File: src/hdl/serial_port_pkg.sv
package serial_port_pkg;
    // frame layout: one read/write flag, address, then data
    localparam int ADDR_W     = 7;
    localparam int DATA_W     = 8;
    localparam int FRAME_BITS = 1 + ADDR_W + DATA_W;
    localparam int CNT_W      = 5;
    // interrupt pin field of global_config_reg
    localparam int IRQ_CFG_LSB = 2;
    localparam int IRQ_CFG_MSB = 3;
    localparam logic [7:0] GLOBAL_CONFIG_ADDR  = 8'h00;
    localparam logic [7:0] GLOBAL_CONFIG_RESET = 8'h00;
    // host shift clock half period, in i_mclk cycles
    localparam int SCLK_HALF_NS     = 60;
    localparam int MCLK_PERIOD_NS   = 5;
    localparam int SCLK_HALF_CYCLES = (SCLK_HALF_NS + MCLK_PERIOD_NS - 1) / MCLK_PERIOD_NS;
    localparam int SEL_GAP_CYCLES   = 4;
    localparam int HALF_W           = 8;
endpackage : serial_port_pkg

File: src/hdl/serial_link_if.sv
`timescale 1ns/1ps
interface serial_link_if;
    logic sel_n;        // host chip select, active low
    logic sclk;         // host shift clock
    logic serial_in;    // host to device data
    logic serial_out_o; // device data out
    logic serial_out_oe;// device drives serial_out
    logic irq_o;        // interrupt pin drive value
    logic irq_oe;       // interrupt pin enable
    wire  serial_out;
    wire  irq_line;
    assign serial_out = serial_out_oe ? serial_out_o : 1'b1;
    assign irq_line   = irq_oe ? irq_o : 1'b1;
    modport device (input sel_n, input sclk, input serial_in,
                    output serial_out_o, output serial_out_oe, output irq_o, output irq_oe);
    modport host   (output sel_n, output sclk, output serial_in,
                    input serial_out, input irq_line);
endinterface : serial_link_if

File: src/hdl/serial_port_device.sv
`timescale 1ns/1ps
// Behaviour
// - any unmasked pending source raises interrupt
// - config bits 3:2 pick drive, polarity
// - select low enables port, high ignored
// - host gives fresh select fall per access
// - host holds select low whole access
// - pins act as clock, in, out
// - inputs shifted on rising shift clock
// - output changes on falling shift clock
module serial_port_device
    import serial_port_pkg::*;
#(
    parameter int N_SRC = 8
) (
    input  wire logic              i_mclk,      // core clock
    input  wire logic              i_rst_n,     // sync reset, active low
    serial_link_if.device          link,        // pins toward host
    input  wire logic [N_SRC-1:0]  i_irq_src,   // pending sources, levels
    input  wire logic [N_SRC-1:0]  i_irq_mask,  // 1 masks a source
    input  wire logic [DATA_W-1:0] i_rd_data,   // read data for o_addr
    output logic [ADDR_W-1:0]      o_addr,      // access address
    output logic [DATA_W-1:0]      o_wr_data,   // write data
    output logic                   o_wr_stb,    // one-cycle write pulse
    output logic                   o_rd_stb,    // one-cycle read request
    output logic [DATA_W-1:0]      o_gcfg       // global_config_reg copy
);
    logic [1:0] sel_s_q, sclk_s_q, sin_s_q;
    logic       sclk_last_q;
    logic [CNT_W-1:0]  cnt_q;
    logic [FRAME_BITS-1:0] sh_q;
    logic       is_rd_q;
    logic [DATA_W-1:0] rd_sh_q;
    logic       sdo_q, sdo_oe_q;
    logic       irq_q, irq_oe_q;
    logic [DATA_W-1:0] global_config_reg_q;
    logic       rise, fall, active;

    // two-flop synchronisers; only the second stage is read
    always_ff @(posedge i_mclk) begin
        sel_s_q  <= {sel_s_q[0], link.sel_n};
        sclk_s_q <= {sclk_s_q[0], link.sclk};
        sin_s_q  <= {sin_s_q[0], link.serial_in};
    end

    always_ff @(posedge i_mclk) begin
        sclk_last_q <= i_rst_n ? sclk_s_q[1] : 1'b0;
    end

    assign active = ~sel_s_q[1];
    assign rise   = active & sclk_s_q[1] & ~sclk_last_q;
    assign fall   = active & ~sclk_s_q[1] & sclk_last_q;

    // frame shifter; a select high resets the count so each access starts fresh
    always_ff @(posedge i_mclk) begin
        o_wr_stb <= 1'b0;
        o_rd_stb <= 1'b0;
        if (!i_rst_n || !active) begin
            cnt_q   <= '0;
            sh_q    <= '0;
            is_rd_q <= 1'b0;
        end else if (rise && cnt_q < CNT_W'(FRAME_BITS)) begin
            sh_q  <= {sh_q[FRAME_BITS-2:0], sin_s_q[1]};
            cnt_q <= cnt_q + 1'b1;
            if (cnt_q == '0)
                is_rd_q <= sin_s_q[1];
            if (cnt_q == CNT_W'(ADDR_W)) begin
                o_addr   <= {sh_q[ADDR_W-2:0], sin_s_q[1]};
                o_rd_stb <= is_rd_q;
            end
            if (cnt_q == CNT_W'(FRAME_BITS - 1) && !is_rd_q) begin
                o_wr_data <= {sh_q[DATA_W-2:0], sin_s_q[1]};
                o_wr_stb  <= 1'b1;
            end
        end
    end

    // config register written through the port at its own address
    always_ff @(posedge i_mclk) begin
        if (!i_rst_n)
            global_config_reg_q <= GLOBAL_CONFIG_RESET;
        else if (o_wr_stb && {1'b0, o_addr} == GLOBAL_CONFIG_ADDR)
            global_config_reg_q <= o_wr_data;
    end

    always_ff @(posedge i_mclk) begin
        o_gcfg <= i_rst_n ? global_config_reg_q : GLOBAL_CONFIG_RESET;
    end

    // read data: loaded after address, shifted out on falling edges
    always_ff @(posedge i_mclk) begin
        if (!i_rst_n || !active) begin
            rd_sh_q  <= '0;
            sdo_q    <= 1'b0;
            sdo_oe_q <= 1'b0;
        end else if (fall && is_rd_q && cnt_q == CNT_W'(ADDR_W + 1)) begin
            rd_sh_q  <= {i_rd_data[DATA_W-2:0], 1'b0};
            sdo_q    <= i_rd_data[DATA_W-1];
            sdo_oe_q <= 1'b1;
        end else if (fall && sdo_oe_q) begin
            if (cnt_q == CNT_W'(FRAME_BITS))
                sdo_oe_q <= 1'b0;
            sdo_q   <= rd_sh_q[DATA_W-1];
            rd_sh_q <= {rd_sh_q[DATA_W-2:0], 1'b0};
        end
    end

    // 00 open drain low, 01 open drain high, 10 push-pull low, 11 push-pull high
    always_ff @(posedge i_mclk) begin
        logic pend, lvl;
        pend = |(i_irq_src & ~i_irq_mask);
        lvl  = global_config_reg_q[IRQ_CFG_LSB] ? pend : ~pend;
        if (!i_rst_n) begin
            irq_q    <= 1'b1;
            irq_oe_q <= 1'b0;
        end else if (global_config_reg_q[IRQ_CFG_MSB]) begin
            irq_q    <= lvl;
            irq_oe_q <= 1'b1;
        end else begin
            irq_q    <= lvl;
            irq_oe_q <= pend;
        end
    end

    assign link.serial_out_o  = sdo_q;
    assign link.serial_out_oe = sdo_oe_q;
    assign link.irq_o         = irq_q;
    assign link.irq_oe        = irq_oe_q;
endmodule : serial_port_device

File: src/flat_wrapper.sv
// flat-port wrapper written by rule: the top's interface ports become plain ports
module serial_port_device_flat import serial_port_pkg::*;
#(
    parameter int N_SRC = 8
)
  (i_mclk, i_rst_n, i_irq_src, i_irq_mask, i_rd_data, o_addr, o_wr_data, o_wr_stb, o_rd_stb, o_gcfg, link_sel_n, link_sclk, link_serial_in, link_serial_out_o, link_serial_out_oe, link_irq_o, link_irq_oe);
  serial_link_if link_i ();
  input  wire logic i_mclk;
  input  wire logic i_rst_n;
  input  wire logic [N_SRC-1:0] i_irq_src;
  input  wire logic [N_SRC-1:0] i_irq_mask;
  input  wire logic [DATA_W-1:0] i_rd_data;
  output logic [ADDR_W-1:0] o_addr;
  output logic [DATA_W-1:0] o_wr_data;
  output logic o_wr_stb;
  output logic o_rd_stb;
  output logic [DATA_W-1:0] o_gcfg;
  input wire logic [$bits(link_i.sel_n)-1:0] link_sel_n;
  input wire logic [$bits(link_i.sclk)-1:0] link_sclk;
  input wire logic [$bits(link_i.serial_in)-1:0] link_serial_in;
  output wire logic [$bits(link_i.serial_out_o)-1:0] link_serial_out_o;
  output wire logic [$bits(link_i.serial_out_oe)-1:0] link_serial_out_oe;
  output wire logic [$bits(link_i.irq_o)-1:0] link_irq_o;
  output wire logic [$bits(link_i.irq_oe)-1:0] link_irq_oe;
  assign link_i.sel_n = link_sel_n;
  assign link_i.sclk = link_sclk;
  assign link_i.serial_in = link_serial_in;
  assign link_serial_out_o = link_i.serial_out_o;
  assign link_serial_out_oe = link_i.serial_out_oe;
  assign link_irq_o = link_i.irq_o;
  assign link_irq_oe = link_i.irq_oe;
  serial_port_device #(.N_SRC(N_SRC)) u_core (.i_mclk(i_mclk), .i_rst_n(i_rst_n), .link(link_i), .i_irq_src(i_irq_src), .i_irq_mask(i_irq_mask), .i_rd_data(i_rd_data), .o_addr(o_addr), .o_wr_data(o_wr_data), .o_wr_stb(o_wr_stb), .o_rd_stb(o_rd_stb), .o_gcfg(o_gcfg));
endmodule
File: config.mk
export PLATFORM = sky130hd
export DESIGN_NAME = serial_port_device_flat
export DESIGN_NICKNAME = d
export VERILOG_FILES = /design/src/hdl/serial_port_pkg.sv /design/src/hdl/serial_link_if.sv /design/src/hdl/serial_port_device.sv /design/src/flat_wrapper.sv
export SDC_FILE = /design/constraint.sdc
export NUM_CORES = 1
export LEC_CHECK = 0
export BUFFER_PORTS_ARGS = -buffer_cell sky130_fd_sc_hd__buf_2
export CAP_MARGIN = 20
export CORE_ASPECT_RATIO = 0.75
export CORE_MARGIN = 2
export CORE_UTILIZATION = 50
export DETAILED_ROUTE_END_ITERATION = 8
export PLACE_DENSITY = 0.79
export SYNTH_ARGS = -nofsm -noshare
export SYNTH_HDL_FRONTEND = slang
export SYNTH_SLANG_ARGS = --single-unit
File: constraint.sdc
create_clock -name i_mclk -period 2.65 [get_ports i_mclk]
set_clock_uncertainty 0.1 [all_clocks]
set_input_delay 0.1325 -clock i_mclk [delete_from_list [all_inputs] [get_ports i_mclk]]
set_output_delay 0.1325 -clock i_mclk [all_outputs]
set_load 0.005 [all_outputs]
; ---- Yosys cells after proc, flatten, opt, wreduce, memory -nomap -nowiden
; Cells that the tools add are included.
[totals]
reg_bits = 64
out_inout_bits = 29
[op_classes]
add_sub_neg = 1
magnitude_cmp = 1
eq_ne = 4
mux = 10
n_bitwise = 13
n_reduce_logical = 20
[ops]
columns = op, count
row1 = 8-bit 2-to-1 mux, 2
row2 = 5-bit by 4-bit == test with 1-bit output (second input constant), 2
row3 = 8-bit AND, 1
row4 = 1-bit 2-to-1 mux, 8
row5 = 8-bit NOT, 1
row6 = 8-bit OR reduction, 1
row7 = 7-bit zero test, 1
row8 = 1-bit NOT, 7
row9 = 1-bit logical AND, 6
row10 = 3-bit AND reduction, 2
row11 = 5-bit by 1-bit adder with 5-bit output (second input constant), 1
row12 = 5-bit by 3-bit == test with 1-bit output (second input constant), 1
row13 = 5-bit == test (second input constant), 1
row14 = 5-bit zero test, 1
row15 = 5-bit less-than comparator (second input constant), 1
row16 = 1-bit AND, 4
row17 = 2-bit AND reduction, 2
row18 = 2-bit nonzero test, 2
row19 = 3-bit OR reduction, 1
row20 = 1-bit zero test, 2
row21 = 2-bit OR reduction, 1
row22 = 1-bit logical OR, 1

; ---- Longest topological paths before layout
[depth]
word_depth = 7
ltp_mapped = 7

; ---- Least setup slack after synthesis
; OpenSTA, ideal clock, no wires.
[synth_timing]
path_type = register to register
start = register u_core.cnt_q[4]
end = register u_core.o_wr_data[0] (enable)
setup_time_ns = 0.385
t_arrival_ns = 1.528
t_required_ns = 2.165
path_slack_ns = 0.637
stages_incl_launch_ff = 4
n_path_buf = 0
period_less_slack_ns = 2.013
path_cell_list = dfxtp_1 > nor4b_4 > nand2_1 > nor3b_1
[synth_between]
elab_chain_cells = 3
[synth_lines]
columns = element, line_no
row1 = start: declaration, serial_port_device.sv:30  ; logic [CNT_W-1:0] cnt_q;
row2 = start signal: assignment, serial_port_device.sv:64  ; cnt_q <= cnt_q + 1'b1;
row3 = 5-bit less-than comparator or 5-bit by 4-bit == test with 1-bit output (tied branches), "serial_port_device.sv:62, serial_port_device.sv:71"
row4 = 1-bit logical AND (on tied branches), "serial_port_device.sv:62, serial_port_device.sv:71"
row5 = 3-bit AND reduction (no source line) *, -
row6 = end signal: assignment, serial_port_device.sv:72  ; o_wr_data <= {sh_q[DATA_W-2:0], sin_s_q[1]};
row7 = end: declaration, serial_port_device.sv:23  ; output logic [DATA_W-1:0] o_wr_data,
; Mark *: on every way between the ends. The rest lies on a longest branch, timed or not.
; A chain may end at the register's enable or synchronous reset.

; ---- Final worst setup path
[layout_timing]
start = register u_core.cnt_q[4]
end = register u_core.o_addr[3] (enable)
[layout_between]
elab_chain_cells = 3
[layout_lines]
columns = element, line_no
row1 = 5-bit less-than comparator, serial_port_device.sv:62  ; end else if (rise && cnt_q < CNT_W'(FRAME_BITS)) begin
row2 = 1-bit logical AND, serial_port_device.sv:62
row3 = 3-bit AND reduction (no source line) *, -
row4 = end signal: assignment, serial_port_device.sv:68  ; o_addr <= {sh_q[ADDR_W-2:0], sin_s_q[1]};
row5 = end: declaration, serial_port_device.sv:22  ; output logic [ADDR_W-1:0] o_addr,
; Marks and branches as above.

==> flow_summary.yaml <==
placement:
  gp_congestion: 0.793
  port_buffers: 57
  dp_hpwl_mm: 2.97
routing:
  wl_per_cell_um: 12.7
  first_iter_violations: 63
  wl_met3_um: 370
  drt-met1-wl_mm: 1.91
  top_layer_used: "met4"
  drt-total-wl_mm: 4.43
  vias: 1727
  ant_nets: 0
  viasPerCell: 4.96
  wl_met2_mm: 2.10
  drc: 0
  first_pass_iters: 4
sta:
  finalCriticalPeriod_ns: 1.92
  max_freq_mhz: 521
  fin_crit_sh_pct: 72.5
  fin_setup_tns_ns: 0
  hold_viol: 0
  tightest_slew_ns: 0.599
  max_slew_margin_pct: 60.0
  setup_violations: 0
  drv_slew: 0
  rsz0062_at_grt: "false"
status:
  status: "complete, no violations"
layout:
  fin_nets: 318
  antenna_cells: 0
  drive_gt1_share_pct: 27.8
  fin_util_pct: 66.2
  syn_to_final_growth_pct: 27.8
setup_path:
  crit_required_ns: 2.52
  cp-start-kind: "flop"
  crit_type: "reg -> reg"
  crit_fanout: 14
  arrival_ns: 1.79
  crit_path_end_kind: "flop"
logic_synthesis:
  async_flop_share_pct: 0
  synth_area_leaders: "dfxtp_1 (42%), edfxtp_1 (19%), nand2_1 (6.6%), mux2i_1 (3.9%), and2_1 (3.0%)"
  synth_cell_types: 37
  synth_flop_cell: "dfxtp_1"
  synth.most_common_cell: "dfxtp_1"
  synth_area_per_cell_um2: 10.8
  ys_ff_latch: 64
  synth_edf_count: 15
  synthTopCellsByCount: "dfxtp_1 (49), nand2_1 (41), edfxtp_1 (15)"
  yosysSeqAreaShare_pct: 61.8
  yosysWarnings: 0
  synth_fp_nets: 246
  syn_inst: 214
  netlist_area_mm2: 0.00231
  synth_largest_area_cell: "dfxtp_1"
  netlist.area_leader.share_pct: 42.4
cts:
  clk_pin_slew_worst_paths_ns: 0.07
  cts_tree: "done"
  htreeDepth: 3
  clockBufferDepth: 2
  root_buffer: "clkbuf_8"
  cts_buffers: 9
  clock-sinks: 64
  cts_resized: 0
  clk_latency_ns: 0.34
power:
  leakage_uw: 0.00125
  ir_worst_vdd_v: 0.000524
  power_density_mw_per_mm2: 671
floorplanning:
  rows: 21
  ios: 58
  dieWidth_um: 82.6
  die_y_um: 62.9
  die_area_mm2: 0.00520
  core_mm2: 0.00447
  start_util_pct: 51.8
global_route:
  grt_pass1_vias: 1579
  grt_max_degree: 23
  antenna_found_initial: 0
  grt-ovfl-total: 0
  grt_pass1_wl_mm: 7.07
  grt.total_usage_pct: 19.0
flow_run:
  max-cap-violations: 0
hold_path:
  min_path_type: "in -> reg"
==> placed cells by master, fill, tap and decap left out, types with 2 or more instances in the layout <==
master	count
clkbuf_8	10
nor2b_1	10
nor2_1	3
ha_1	3
nand2_1	41
nor3b_1	3
o22ai_1	5
clkinv_2	3
o21ai_1	7
mux2i_1	9
a31oi_1	8
buf_2	57
dfxtp_1	49
xor2_1	2
edfxtp_1	15
a21oi_1	11
inv_1	11
bufinv_16	2
dlygate4sd3_1	10
nor2_2	2
buf_4	2
and2_1	11
==> per-layer routing <==
layer | up-vias | global-route usage [%]
li1 | 872 | -
met4 | 0 | 7.17
met2 | 56 | 29.2
met1 | 791 | 21.5
met3 | 8 | 11.6
met5 | - | 0
==> state kept, by name, summed over array words and instances, names as in the netlist, 2 cells and up <==
register,count
u_core.sel_s_q,2
u_core.o_addr,7
u_core.o_gcfg,8
u_core.o_wr_data,8
u_core.sh_q,7
u_core.global_config_reg_q,8
u_core.sin_s_q,2
u_core.sclk_s_q,2
u_core.cnt_q,5
u_core.rd_sh_q,7
==> worst max-delay path, stage by stage (launching register included) <==
cell	delay, ns
dfxtp_1	0.37
nor4b_4	0.28
buf_4	0.22
nand2_1	0.11
nor3_2	0.46
==> final cells by class <==
type	count	area, µm²
Fill cell	374	1510
Sequential cell	64	1430
Multi-Input combinational cell	131	796
Timing Repair Buffer	69	400
Clock buffer	10	138
Clock inverter	6	81.3
Tap cell	57	71.3
Inverter	11	41.3
==> report_power, final <==
group	internal [µW]	switching [µW]	total [µW]	leakage, µW
Sequential	1000	6.19	1010	0.000536
Combinational	40.7	32.2	72.9	0.000593
Clock	550	352	902	0.000116
==> what timing repair did <==
item                                    CTS  global route
endpoints found under the setup margin    0             0
hold buffers                             10             0
endpoints found under the hold margin    10             0
buffers inserted                          0             0
==> per-stage QoR <==
stage | area [µm²] | total power [µW] | worst slack [ns] | std cells | hold slack (ns)
2_1_floorplan | 2310 | 1060 | 0.637 | 214 | 0.0602
3_3_place_gp | 2640 | 1090 | 0.828 | 322 | 0.135
3_5_place_dp | 2640 | 1090 | 0.757 | 322 | 0.137
4_1_cts | 2960 | 2010 | 0.717 | 348 | 0.0517
5_1_grt | 2960 | 2080 | 0.632 | 348 | 0.0911
6_report | 2960 | 1980 | 0.729 | 348 | 0.0697
==> logic make-up after synthesis <==
group | synth area share (%)
AOI/OAI and AO/OA | 8.49
xor gates and xnor gates | 0.757
adders and majority gates | 1.62
buffers and inverters | 3.78
DFF | 61.8
muxes | 3.89
and+or+nand+nor | 19.6
==> final timing paths <==
path	startpoint	end	slack, ns	cells after the start
worst max-delay path	u_core.cnt_q[4]$_SDFFE_PP0P_	u_core.o_addr[3]$_DFFE_PP_	0.73	4
worst max register to register	u_core.cnt_q[4]$_SDFFE_PP0P_	u_core.o_addr[3]$_DFFE_PP_	0.73	4
worst min-delay path	i_rd_data[0]	u_core.rd_sh_q[1]$_SDFFE_PP0P_	0.07	4
worst min register to register	u_core.sclk_s_q[0]$_DFF_P_	u_core.sclk_s_q[1]$_DFF_P_	0.22	0
No activity file was read; power rests on OpenSTA's default activity.
